[config.mk]
export PLATFORM = sky130hd
export DESIGN_NAME = rcid_core
export DESIGN_NICKNAME = d
export VERILOG_FILES = /design/src/rtl/rcid_pkg.sv /design/src/rtl/rcid_exec_if.sv /design/src/rtl/rcid_exec.sv /design/src/rtl/rcid_regfile.sv /design/src/rtl/rcid_core.sv
export VERILOG_INCLUDE_DIRS = /design/src /design/src/rtl
export SDC_FILE = /design/constraint.sdc
export NUM_CORES = 1
export LEC_CHECK = 0
export BUFFER_PORTS_ARGS = -buffer_cell sky130_fd_sc_hd__buf_4
export CORE_MARGIN = 3
export CORE_UTILIZATION = 45
export CTS_CLUSTER_DIAMETER = 150
export DETAILED_ROUTE_END_ITERATION = 8
export PLACE_DENSITY_LB_ADDON = 0.12
export REMOVE_ABC_BUFFERS = 1
export SYNTH_ARGS = -nofsm -noshare
export SYNTH_HDL_FRONTEND = slang
export SYNTH_SLANG_ARGS = --single-unit
export TNS_END_PERCENT = 50
[constraint.sdc]
create_clock -name aclk -period 12.3 [get_ports aclk]
set_input_delay 1.845 -clock aclk [delete_from_list [all_inputs] [get_ports aclk]]
set_output_delay 1.845 -clock aclk [all_outputs]
set_load 0.005 [all_outputs]
[src/rtl/rcid_consts.svh]
/*
 Register offsets, field positions, reset values and timing counts
 of the instruction decode block. Assumes a byte-addressed
 AXI4-Lite register space with one 32-bit word per register.
*/
`ifndef RCID_CONSTS_SVH
`define RCID_CONSTS_SVH
// Summary of operation
// - Literal load copies the 8-bit immediate into W; flags untouched.
// - Store copies W into the addressed file register; flags untouched.
// - The all-zero word does nothing for one instruction cycle.
// - Configuration load copies W into the option register, no flags.
// - Interrupt return pops PC in two cycles, keeps W, clears irq-off.
// - Literal return pops PC, loads immediate into W, two cycles.
// - Plain return pops PC in two cycles; W and irq-off unchanged.
// - Rotate left through carry: carry into bit 0, bit 7 out.
// - Rotate right through carry: carry into bit 7, bit 0 out.
// - Sleep halts core; touches irq flags; reset, watchdog or irq wake.
// - Subtract file minus W; updates carry, digit carry and zero.
// - Swap exchanges nibbles of the file register; flags unchanged.
// - Port direction load copies W into direction of port A, B or C.
// - XOR literal into W; only zero flag changes.
// - XOR W with file register to destination; only zero changes.
// - File operand is five low bits; immediate is eight bits.
// - One instruction cycle spans four oscillator clocks.
// - Destination bit 0 writes W; bit 1 writes the file register.
// - Instructions changing the program counter take two cycles.

// -----------------------------------------------------------
// Register offsets
// -----------------------------------------------------------
`define RCID_OFF_INSTR 8'h00
`define RCID_OFF_STATUS 8'h04
`define RCID_OFF_WREG 8'h08
`define RCID_OFF_OPTION 8'h0C
`define RCID_OFF_PORTDIR 8'h10
`define RCID_OFF_FSEL 8'h14
`define RCID_OFF_FDATA 8'h18
`define RCID_OFF_PC 8'h1C
`define RCID_OFF_STACK 8'h20

// -----------------------------------------------------------
// Fields, reset values, timing
// -----------------------------------------------------------
`define RCID_STAT_BUSY 5
`define RCID_STAT_SLEEP 6
`define RCID_DBIT 5
`define RCID_RST_OPTION 8'hFF
`define RCID_RST_PORTDIR 8'hFF
`define RCID_CLKS_PER_CYC 4
`define RCID_RESP_OKAY 2'b00
`define RCID_RESP_SLVERR 2'b10
`endif

[src/rtl/rcid_pkg.sv]
/*
 Types of the instruction decode block. Assumes the constants
 header is included by the modules that need offsets.
*/
package rcid_pkg;

    // -----------------------------------------------------------
    // Sequencer states and decoded operations
    // -----------------------------------------------------------
    typedef enum logic [2:0] {
        RCID_ST_IDLE = 3'b001,
        RCID_ST_EXEC = 3'b010,
        RCID_ST_SLEEP = 3'b100
    } rcid_state_e;

    typedef enum logic [3:0] {
        RCID_OP_NOP, RCID_OP_LDLIT, RCID_OP_STORE, RCID_OP_OPTION,
        RCID_OP_RETURN_FROM_IRQ, RCID_OP_RETURN_WITH_LITERAL, RCID_OP_RETURN, RCID_OP_RLF,
        RCID_OP_RRF, RCID_OP_SLEEP, RCID_OP_SUB, RCID_OP_SWAP,
        RCID_OP_LOAD_PORT_DIRECTION, RCID_OP_XOR_LITERAL_ACC, RCID_OP_XOR_ACC_FILE
    } rcid_op_e;

    // Flag bits 4:0 of the status register
    typedef struct packed {
        logic wdt_irq;
        logic irq_dis;
        logic z;
        logic dc;
        logic c;
    } rcid_flags_s;

endpackage : rcid_pkg

[src/rtl/rcid_exec_if.sv]
/*
 Interface between the sequencer and the decoder datapath.
 Assumes the core drives operands and the decoder is combinational.
*/
`timescale 1ns/100ps
interface rcid_exec_if;
    logic [11:0] instr;
    logic [7:0] wval;
    logic [7:0] fval;
    logic cin;
    logic [4:0] faddr;
    logic [7:0] res;
    logic c_out;
    logic dc_out;
    logic z_out;
    logic upd_c;
    logic upd_dc;
    logic upd_z;
    logic to_w;
    logic to_f;
    logic two_cycle;
    logic pop;
    logic is_return_from_irq;
    logic is_sleep;
    logic is_option;
    logic [2:0] load_port_direction_sel;
    modport exec(input instr, wval, fval, cin, output faddr, res, c_out,
        dc_out, z_out, upd_c, upd_dc, upd_z, to_w, to_f, two_cycle, pop,
        is_return_from_irq, is_sleep, is_option, load_port_direction_sel);
    modport core(output instr, wval, fval, cin, input faddr, res, c_out,
        dc_out, z_out, upd_c, upd_dc, upd_z, to_w, to_f, two_cycle, pop,
        is_return_from_irq, is_sleep, is_option, load_port_direction_sel);
endinterface : rcid_exec_if

[src/rtl/rcid_exec.sv]
/*
 Combinational decoder and datapath for one instruction word.
 Assumes the core holds the word and operands stable while executing.
*/
`timescale 1ns/100ps
`include "rcid_consts.svh"
module rcid_exec
    import rcid_pkg::*;
(
    // Decode and datapath port
    rcid_exec_if.exec dx
);
    function automatic rcid_op_e dec(input logic [11:0] i);
        casez (i)
            12'b1100_????_????: dec = RCID_OP_LDLIT;
            12'b0000_001?_????: dec = RCID_OP_STORE;
            12'b0000_0000_0010: dec = RCID_OP_OPTION;
            12'b0000_0000_1001: dec = RCID_OP_RETURN_FROM_IRQ;
            12'b1000_????_????: dec = RCID_OP_RETURN_WITH_LITERAL;
            12'b0000_0000_1000: dec = RCID_OP_RETURN;
            12'b0011_01??_????: dec = RCID_OP_RLF;
            12'b0011_00??_????: dec = RCID_OP_RRF;
            12'b0000_0000_0011: dec = RCID_OP_SLEEP;
            12'b0000_10??_????: dec = RCID_OP_SUB;
            12'b0011_10??_????: dec = RCID_OP_SWAP;
            12'b0000_0000_0101: dec = RCID_OP_LOAD_PORT_DIRECTION;
            12'b0000_0000_011?: dec = RCID_OP_LOAD_PORT_DIRECTION;
            12'b1111_????_????: dec = RCID_OP_XOR_LITERAL_ACC;
            12'b0001_10??_????: dec = RCID_OP_XOR_ACC_FILE;
            default: dec = RCID_OP_NOP;
        endcase
    endfunction : dec

    rcid_op_e op;
    wire [7:0] f = dx.fval;
    wire [7:0] w = dx.wval;
    wire [7:0] lit = dx.instr[7:0];
    wire dbit = dx.instr[`RCID_DBIT];
    wire [8:0] diff = {1'b0, f} - {1'b0, w};
    wire [4:0] ndiff = {1'b0, f[3:0]} - {1'b0, w[3:0]};
    wire byte_op = op inside {RCID_OP_RLF, RCID_OP_RRF, RCID_OP_SUB,
        RCID_OP_SWAP, RCID_OP_XOR_ACC_FILE};

    assign op = dec(dx.instr);
    assign dx.faddr = dx.instr[4:0];
    assign dx.res = (op == RCID_OP_RLF) ? {f[6:0], dx.cin} :
        (op == RCID_OP_RRF) ? {dx.cin, f[7:1]} :
        (op == RCID_OP_SUB) ? diff[7:0] :
        (op == RCID_OP_SWAP) ? {f[3:0], f[7:4]} :
        (op == RCID_OP_XOR_LITERAL_ACC) ? (w ^ lit) :
        (op == RCID_OP_XOR_ACC_FILE) ? (w ^ f) :
        (op == RCID_OP_STORE) ? w : lit;
    assign dx.c_out = (op == RCID_OP_RLF) ? f[7] :
        (op == RCID_OP_RRF) ? f[0] : ~diff[8];
    assign dx.dc_out = ~ndiff[4];
    assign dx.z_out = (dx.res == 8'h00);
    assign dx.upd_c = op inside {RCID_OP_RLF, RCID_OP_RRF, RCID_OP_SUB};
    assign dx.upd_dc = (op == RCID_OP_SUB);
    assign dx.upd_z = op inside {RCID_OP_SUB, RCID_OP_XOR_LITERAL_ACC,
        RCID_OP_XOR_ACC_FILE};
    assign dx.to_f = (byte_op & dbit) | (op == RCID_OP_STORE);
    assign dx.to_w = (byte_op & ~dbit) | (op inside {RCID_OP_LDLIT,
        RCID_OP_RETURN_WITH_LITERAL, RCID_OP_XOR_LITERAL_ACC});
    assign dx.pop = op inside {RCID_OP_RETURN_FROM_IRQ, RCID_OP_RETURN_WITH_LITERAL,
        RCID_OP_RETURN};
    assign dx.two_cycle = dx.pop;
    assign dx.is_return_from_irq = (op == RCID_OP_RETURN_FROM_IRQ);
    assign dx.is_sleep = (op == RCID_OP_SLEEP);
    assign dx.is_option = (op == RCID_OP_OPTION);
    assign dx.load_port_direction_sel = {3{op == RCID_OP_LOAD_PORT_DIRECTION}} & {
        dx.instr[2:0] == 3'h7, dx.instr[2:0] == 3'h6,
        dx.instr[2:0] == 3'h5};
endmodule : rcid_exec

[src/rtl/rcid_regfile.sv]
/*
 File register array: one write port, two asynchronous read ports.
 Assumes the caller never writes from two sources in one cycle.
*/
`timescale 1ns/100ps
module rcid_regfile #(
    parameter int DEPTH = 32,
    parameter int AW = 5
)
(
    // Clock
    input wire logic clk,
    // Write port
    input wire logic we,
    input wire logic [AW-1:0] waddr,
    input wire logic [7:0] wdata,
    // Read ports
    input wire logic [AW-1:0] raddr_a,
    output logic [7:0] rdata_a,
    input wire logic [AW-1:0] raddr_b,
    output logic [7:0] rdata_b
);
    // Contents are not reset, as in a real data memory
    logic [7:0] mem [DEPTH];

    always_ff @(posedge clk)
    begin
        if (we)
            mem[waddr] <= wdata;
    end

    assign rdata_a = mem[raddr_a];
    assign rdata_b = mem[raddr_b];
endmodule : rcid_regfile

[src/rtl/rcid_core.sv]
/*
 Instruction sequencer with AXI4-Lite register access. Software
 writes one instruction word, the core executes it and commits.
 Assumes one clock (the instruction oscillator) and synchronous
 wake inputs.
*/
// Design decisions made here: the AXI4-Lite register port and the placing of the registers.
`timescale 1ns/100ps
`include "rcid_consts.svh"
module rcid_core
    import rcid_pkg::*;
#(
    parameter int PC_W = 11,
    parameter int STACK_D = 8
)
(
    // Clock and reset
    input wire logic aclk,
    input wire logic aresetn,
    // AXI4-Lite write channels
    input wire logic [7:0] awaddr,
    input wire logic awvalid,
    output logic awready,
    input wire logic [31:0] wdata,
    input wire logic [3:0] wstrb,
    input wire logic wvalid,
    output logic wready,
    output logic [1:0] bresp,
    output logic bvalid,
    input wire logic bready,
    // AXI4-Lite read channels
    input wire logic [7:0] araddr,
    input wire logic arvalid,
    output logic arready,
    output logic [31:0] rdata,
    output logic [1:0] rresp,
    output logic rvalid,
    input wire logic rready,
    // Wake sources
    input wire logic wake_irq,
    input wire logic wdt_event,
    // Core state outputs
    output logic osc_run,
    output logic instr_done,
    output logic [7:0] option_out,
    output logic [7:0] port_dir_a,
    output logic [7:0] port_dir_b,
    output logic [7:0] port_dir_c
);
    localparam int SP_W = $clog2(STACK_D);
    localparam logic [2:0] LAST1 = 3'(`RCID_CLKS_PER_CYC - 1);
    localparam logic [2:0] LAST2 = 3'(2 * `RCID_CLKS_PER_CYC - 1);

    // -----------------------------------------------------------
    // Architectural state
    // -----------------------------------------------------------
    rcid_exec_if dx();
    rcid_state_e st_reg;
    rcid_state_e st_next;
    rcid_flags_s fl_reg;
    rcid_flags_s fl_next;
    logic [2:0] tick_reg;
    logic [2:0] tick_next;
    logic [11:0] instr_reg;
    logic [11:0] instr_next;
    logic [7:0] w_reg;
    logic [7:0] w_next;
    logic [7:0] opt_next;
    logic [7:0] dira_next;
    logic [7:0] dirb_next;
    logic [7:0] dirc_next;
    logic [PC_W-1:0] pc_reg;
    logic [PC_W-1:0] pc_next;
    logic [SP_W-1:0] sp_reg;
    logic [SP_W-1:0] sp_next;
    logic [PC_W-1:0] stack_mem [STACK_D];
    logic [4:0] fsel_reg;
    logic [4:0] fsel_next;
    logic [7:0] bus_fval;
    logic rf_we;
    logic [4:0] rf_waddr;
    logic [7:0] rf_wdata;
    logic push;
    logic [7:0] wa_reg;
    logic [31:0] wd_reg;
    logic [3:0] ws_reg;
    logic [31:0] old_val;
    logic [31:0] rd_val;

    // -----------------------------------------------------------
    // Register map helpers
    // -----------------------------------------------------------
    function automatic logic known(input logic [7:0] a);
        known = a inside {`RCID_OFF_INSTR, `RCID_OFF_STATUS,
            `RCID_OFF_WREG, `RCID_OFF_OPTION, `RCID_OFF_PORTDIR,
            `RCID_OFF_FSEL, `RCID_OFF_FDATA, `RCID_OFF_PC,
            `RCID_OFF_STACK};
    endfunction : known

    function automatic logic [31:0] rd_mux(input logic [7:0] a);
        rd_mux = 32'h0000_0000;
        case (a)
            `RCID_OFF_INSTR: rd_mux[11:0] = instr_reg;
            `RCID_OFF_STATUS:
            begin
                rd_mux[4:0] = fl_reg;
                rd_mux[`RCID_STAT_BUSY] = (st_reg == RCID_ST_EXEC);
                rd_mux[`RCID_STAT_SLEEP] = (st_reg == RCID_ST_SLEEP);
            end
            `RCID_OFF_WREG: rd_mux[7:0] = w_reg;
            `RCID_OFF_OPTION: rd_mux[7:0] = option_out;
            `RCID_OFF_PORTDIR:
                rd_mux[23:0] = {port_dir_c, port_dir_b, port_dir_a};
            `RCID_OFF_FSEL: rd_mux[4:0] = fsel_reg;
            `RCID_OFF_FDATA: rd_mux[7:0] = bus_fval;
            `RCID_OFF_PC: rd_mux[PC_W-1:0] = pc_reg;
            `RCID_OFF_STACK: rd_mux[SP_W-1:0] = sp_reg;
            default: rd_mux = 32'h0000_0000;
        endcase
    endfunction : rd_mux

    // -----------------------------------------------------------
    // Bus decode
    // -----------------------------------------------------------
    wire idle = (st_reg == RCID_ST_IDLE);
    wire is_exec = (st_reg == RCID_ST_EXEC);
    wire ar_fire = arvalid & arready;
    // Both halves held and no answer pending
    wire wr_go = ~awready & ~wready & ~bvalid;
    // Writes land only between instructions, keeping commits atomic
    wire wr_ok = wr_go & idle & known(wa_reg);
    wire [31:0] wmask = {{8{ws_reg[3]}}, {8{ws_reg[2]}},
        {8{ws_reg[1]}}, {8{ws_reg[0]}}};
    wire [31:0] wr_val = (old_val & ~wmask) | (wd_reg & wmask);
    wire last = tick_reg == (dx.two_cycle ? LAST2 : LAST1);
    wire commit = is_exec & last;
    wire [SP_W-1:0] sp_dec = sp_reg - 1'b1;

    assign dx.instr = instr_reg;
    assign dx.wval = w_reg;
    assign dx.cin = fl_reg.c;

    always_comb
    begin
        old_val = rd_mux(wa_reg);
        rd_val = rd_mux(araddr);
    end

    // -----------------------------------------------------------
    // Datapath and file registers
    // -----------------------------------------------------------
    rcid_exec u_exec (
        .dx (dx.exec)
    );

    rcid_regfile #(.DEPTH(32), .AW(5)) u_rf (
        .clk (aclk),
        .we (rf_we),
        .waddr (rf_waddr),
        .wdata (rf_wdata),
        .raddr_a (dx.faddr),
        .rdata_a (dx.fval),
        .raddr_b (fsel_reg),
        .rdata_b (bus_fval)
    );

    // -----------------------------------------------------------
    // Sequencer next state
    // -----------------------------------------------------------
    always_comb
    begin
        st_next = st_reg;
        tick_next = tick_reg;
        instr_next = instr_reg;
        w_next = w_reg;
        fl_next = fl_reg;
        opt_next = option_out;
        dira_next = port_dir_a;
        dirb_next = port_dir_b;
        dirc_next = port_dir_c;
        pc_next = pc_reg;
        sp_next = sp_reg;
        fsel_next = fsel_reg;
        push = 1'b0;
        rf_we = 1'b0;
        rf_waddr = fsel_reg;
        rf_wdata = wr_val[7:0];
        unique case (st_reg)
            RCID_ST_IDLE:
            begin
                if (wr_ok)
                begin
                    case (wa_reg)
                        `RCID_OFF_INSTR:
                        begin
                            instr_next = wr_val[11:0];
                            tick_next = 3'd0;
                            st_next = RCID_ST_EXEC;
                        end
                        `RCID_OFF_STATUS: fl_next = wr_val[4:0];
                        `RCID_OFF_WREG: w_next = wr_val[7:0];
                        `RCID_OFF_FSEL: fsel_next = wr_val[4:0];
                        `RCID_OFF_FDATA: rf_we = 1'b1;
                        `RCID_OFF_PC: pc_next = wr_val[PC_W-1:0];
                        `RCID_OFF_STACK:
                        begin
                            push = 1'b1;
                            sp_next = sp_reg + 1'b1;
                        end
                        default: push = 1'b0;
                    endcase
                end
            end
            RCID_ST_EXEC:
            begin
                tick_next = tick_reg + 3'd1;
                if (last)
                begin
                    tick_next = 3'd0;
                    st_next = RCID_ST_IDLE;
                    pc_next = pc_reg + 1'b1;
                    if (dx.to_w)
                        w_next = dx.res;
                    if (dx.to_f)
                    begin
                        rf_we = 1'b1;
                        rf_waddr = dx.faddr;
                        rf_wdata = dx.res;
                    end
                    if (dx.upd_c)
                        fl_next.c = dx.c_out;
                    if (dx.upd_dc)
                        fl_next.dc = dx.dc_out;
                    if (dx.upd_z)
                        fl_next.z = dx.z_out;
                    if (dx.is_option)
                        opt_next = w_reg;
                    if (dx.load_port_direction_sel[0])
                        dira_next = w_reg;
                    if (dx.load_port_direction_sel[1])
                        dirb_next = w_reg;
                    if (dx.load_port_direction_sel[2])
                        dirc_next = w_reg;
                    if (dx.pop)
                    begin
                        pc_next = stack_mem[sp_dec];
                        sp_next = sp_dec;
                    end
                    if (dx.is_return_from_irq)
                        fl_next.irq_dis = 1'b0;
                    if (dx.is_sleep)
                    begin
                        st_next = RCID_ST_SLEEP;
                        fl_next.irq_dis = 1'b0;
                        fl_next.wdt_irq = 1'b0;
                    end
                end
            end
            RCID_ST_SLEEP:
            begin
                if (wake_irq | wdt_event)
                    st_next = RCID_ST_IDLE;
            end
        endcase
        // A watchdog event beats any clear in the same cycle
        if (wdt_event)
            fl_next.wdt_irq = 1'b1;
    end

    // -----------------------------------------------------------
    // State registers
    // -----------------------------------------------------------
    always_ff @(posedge aclk)
    begin
        if (!aresetn)
        begin
            st_reg <= RCID_ST_IDLE;
            fl_reg <= '0;
            tick_reg <= 3'd0;
            instr_reg <= 12'h000;
            w_reg <= 8'h00;
            option_out <= `RCID_RST_OPTION;
            port_dir_a <= `RCID_RST_PORTDIR;
            port_dir_b <= `RCID_RST_PORTDIR;
            port_dir_c <= `RCID_RST_PORTDIR;
            pc_reg <= '0;
            sp_reg <= '0;
            fsel_reg <= 5'h00;
            osc_run <= 1'b1;
            instr_done <= 1'b0;
        end
        else
        begin
            st_reg <= st_next;
            fl_reg <= fl_next;
            tick_reg <= tick_next;
            instr_reg <= instr_next;
            w_reg <= w_next;
            option_out <= opt_next;
            port_dir_a <= dira_next;
            port_dir_b <= dirb_next;
            port_dir_c <= dirc_next;
            pc_reg <= pc_next;
            sp_reg <= sp_next;
            fsel_reg <= fsel_next;
            osc_run <= (st_next != RCID_ST_SLEEP);
            instr_done <= commit;
        end
    end

    // Stack overflow wraps silently, oldest entry is overwritten
    always_ff @(posedge aclk)
    begin
        if (push)
            stack_mem[sp_reg] <= wr_val[PC_W-1:0];
    end

    // -----------------------------------------------------------
    // AXI4-Lite slave
    // -----------------------------------------------------------
    always_ff @(posedge aclk)
    begin
        if (!aresetn)
        begin
            awready <= 1'b1;
            wready <= 1'b1;
            bvalid <= 1'b0;
            bresp <= `RCID_RESP_OKAY;
            wa_reg <= 8'h00;
            wd_reg <= 32'h0000_0000;
            ws_reg <= 4'h0;
        end
        else
        begin
            if (awvalid & awready)
            begin
                awready <= 1'b0;
                wa_reg <= awaddr;
            end
            if (wvalid & wready)
            begin
                wready <= 1'b0;
                wd_reg <= wdata;
                ws_reg <= wstrb;
            end
            if (wr_go)
            begin
                bvalid <= 1'b1;
                bresp <= wr_ok ? `RCID_RESP_OKAY : `RCID_RESP_SLVERR;
            end
            else if (bvalid & bready)
            begin
                bvalid <= 1'b0;
                awready <= 1'b1;
                wready <= 1'b1;
            end
        end
    end

    always_ff @(posedge aclk)
    begin
        if (!aresetn)
        begin
            arready <= 1'b1;
            rvalid <= 1'b0;
            rdata <= 32'h0000_0000;
            rresp <= `RCID_RESP_OKAY;
        end
        else if (ar_fire)
        begin
            arready <= 1'b0;
            rvalid <= 1'b1;
            rdata <= rd_val;
            rresp <= known(araddr) ? `RCID_RESP_OKAY : `RCID_RESP_SLVERR;
        end
        else if (rvalid & rready)
        begin
            rvalid <= 1'b0;
            arready <= 1'b1;
        end
    end
endmodule : rcid_core

==> reports/qor.csv <==
stage,metric,value,unit
run_status,outcome,"finished, final reports clean",
synthesis,largest family of logic cells by synthesized area,multiplexers,
placed_design,placed cell areas,25200,µm²
die,IO Pins,136,
routing,drt initial violations,1862,
grt,grt total ovfl,0,
setup_path,Worst EP required,12.54,ns
sta,Fin Hold WS,0.451,ns
setup_path,CP most frequent cell,a21oi_1,
synthesis,post-synthesis adder-cell area fraction,0.719,%
finish,area of the multi-input gates,9710,µm²
sta,Final Hold Fails,0,
finish,Synth-to-Final Area Change,13.8,%
clock_network,Clock Latency Late Sink,0.61,ns
clock_network,Hold Buf Count CTS,0,
finish,fill cell count,4392,
synthesis,post-synthesis mux area share,17.5,%
setup_path,arrival time worst endpoint,6.09,ns
die,Core ar.,51600,µm²
routing,routed wl met3,5670,µm
finish,Largest regs,"u_rf.mem x256, stack_mem x88, rdata x24",
routing,M1 WL,31400,µm
pwr,leak pwr,0.00887,µW
sta,Final period util,47.5,%
finish,Nets,2004,
finish,register bank with the most flops,u_rf.mem,
setup_path,CP Capture Type,flip-flop,
finish,Final Cell Area,26900,µm²
die,Initial Utilization,45.8,%
placed_design,post-place setup slack,6.45,ns
synthesis,Synth Flop Type,edfxtp_1,
sta,FMAX,171,MHz
setup_path,Worst R2R Setup Slack,6.45,ns
die,Row Count,83,
synthesis,mapped cell area,23700,µm²
setup_path,CP startpoint kind,flip-flop,
routing,Routed met2 length,36200,µm
setup_path,slowest CP cell,o22a_1,
routing,Via density,6.37,
synthesis,YS warnings,0,
synthesis,Yosys reg bits,491,
routing,DR top layer,met4,
sta,Worst Max-Slew Pin Slew,1.35,ns
synthesis,Synth cell types,77,
setup_path,CP cell instances,buf_4 -> nor2b_1 -> a22oi_1 -> nand3_1 -> and4_1 -> inv_1 -> ha_1 -> o21ai_0 -> a21oi_1 -> or3_1 -> a21oi_1 -> nor4_1 -> o22a_1,
clock_network,post-cts resize count,0,
synthesis,Synth Area in XOR/XNOR,0.703,%
clock_network,Setup Buffers After CTS,0,
clock_network,Root Buffer,clkbuf_16,
finish,share of cells above drive strength 1,21.2,%
flow_run,max-cap viol count,0,
clock_network,Num CTS Buffers,52,
clock_network,CTS tree,built,
clock_network,# H-tree levels,2,
placed_design,GPL Wtd Cong,0.941,
setup_path,"critical path fanouts, max",47,
setup_path,max incr delay on CP,0.98,ns
routing,TritonRoute pass-1 iters,6,
sta,Final setup viols,0,
finish,Largest register FFs,256,
sta,RSZ-0062 raised after global routing,no,
pwr,maximum vdd drop,0.107,mV
die,Die H,235,µm
clock_network,"Reg clk slew, reported paths",0.06,ns
grt,largest net degree at the start of global routing,59,
pwr,PwrDens,135,nW/µm²
synthesis,Post-Syn Instances,1850,
grt,Total GRT Usage,26.9,%
finish,"most common cell after layout, fill and taps aside",edfxtp_1,
die,die span in x,235,µm
synthesis,Compound-Gate Fraction of Synth Area,11.3,%
sta,slew margin rel.,9.37,%
routing,via count,16900,
synthesis,Post-Synth Simple-Gate Area,10.5,%
grt,vias in the first global route,16300,
sta,min Tclk post-route,5.85,ns
synthesis,register area share after synthesis,56.1,%
finish,most frequent cells in the layout,"344 x edfxtp_1, 164 x nand2_1, 156 x buf_4",
finish,Sequential Area,13300,µm²
sta,skew final,0.0244,ns
synthesis,post-synthesis async set-or-reset flop share,0,%
clock_network,CTS max path bufs,3,
grt,initial antenna violation count,0,
placed_design,hpwl dp,52800,µm
sta,Final Max Slew Viols,0,
sta,sum of negative setup slack,0,ns
sta,setup ws final,6.45,ns
placed_design,Port-buffer cells,103,
routing,DR WL/cell,28.8,µm
routing,routed wire length,76500,µm
synthesis,Synth Area per Inst,12.8,µm²
clock_network,CTS sink count,491,
routing,ANT nets after route,0,
synthesis,Post-synth EDFFs,344,
die,die area,55400,µm²
worst_hold_path,hold path start,rdata[17],
setup_path,critical path class,flip-flop to flip-flop,
finish,Final Core Density,52.1,%
worst_hold_path,Hold Crit Class,flip-flop to flip-flop,
routing,DRC,0,
grt,first-pass GRT wire length,111000,µm
## worst paths after layout
path / cells past startpoint / end
max: 13 / u_rf.mem[9][5]
min: 2 / rdata[17]
max reg2reg: 13 / u_rf.mem[9][5]
min reg2reg: 2 / rdata[17]
## final cells by class
| cell class | count | share of cell area [%] |
|---|---|---|
| multi-input combinational | 1191 | 36.1 |
| clock inverter | 37 | 1.47 |
| antenna | 1 | 0.00930 |
| clock buffer | 59 | 5.05 |
| timing repair buffer | 157 | 4.37 |
| inverter | 37 | 0.516 |
| sequential | 491 | 49.4 |
| tap | 680 | 3.16 |
## report_power, final
part	internal, µW	total, µW	switching, µW
Clock	943	1610	671
Combinational	71.9	217	145
Sequential	1790	1800	14.5
## cells in the mapped netlist, types with 9 or more instances
| cell | number | area share [%] |
|---|---|---|
| edfxtp_1 | 344 | 44 |
| nand2_1 | 164 | 2.6 |
| dfxtp_1 | 147 | 12 |
| mux4_2 | 146 | 14 |
| nor2_1 | 146 | 2.3 |
| a21oi_1 | 105 | 2.2 |
| clkbuf_1 | 87 | 1.4 |
| mux2i_1 | 76 | 3.2 |
| nand3_1 | 57 | 1.2 |
| o21ai_0 | 50 | 1.1 |
| a22oi_1 | 48 | 1.5 |
| o211ai_1 | 44 | 1.4 |
| nor3_1 | 40 | 0.85 |
| inv_1 | 35 | 0.56 |
| buf_2 | 20 | 0.42 |
| a31oi_1 | 19 | 0.50 |
| a211oi_1 | 18 | 0.57 |
| a221oi_1 | 18 | 0.67 |
| buf_1 | 18 | 0.29 |
| nand2b_1 | 16 | 0.42 |
| nor2b_1 | 15 | 0.40 |
| a22o_1 | 14 | 0.52 |
| and3_1 | 13 | 0.34 |
| nor4_1 | 13 | 0.34 |
| xnor2_1 | 13 | 0.48 |
| buf_4 | 12 | 0.38 |
| ha_1 | 12 | 0.63 |
| nor3b_1 | 10 | 0.32 |
| a41oi_1 | 9 | 0.33 |
| and2_1 | 9 | 0.24 |
| nand4_1 | 9 | 0.24 |
## per-layer routing
metal / GRT usage [%] / up-vias
li1: - / 7409
met2: 43.7 / 836
met1: 36.1 / 8487
met3: 4.89 / 166
met5: 0 / -
met4: 10.4 / 0
## logic make-up after synthesis
logic type / after synthesis
multiplexers: 230
AND/OR/NAND/NOR: 528
XOR/XNOR: 19
AO/OA/AOI/OAI: 391
other: 1
flip-flops: 491
buffers and inverters: 177
adder cells (fa/ha/maj): 13
## worst max-delay path, delay by kind of cell (launching register included)
family / cells / cell delay, ns
AOI/OAI and AO/OA: 5 / 1.65
adders and majority gates: 1 / 0.35
buffers and inverters: 2 / 0.81
DFF: 1 / 0.48
and+or+nand+nor: 5 / 2.15
## metrics by stage
stage	power, µW	instances
2_1_floorplan	1960	1719
3_3_place_gp	2050	2555
3_5_place_dp	2050	2555
4_1_cts	3660	2651
5_1_grt	3740	2652
6_report	3630	2653
Power figures use the tool's default switching activity.
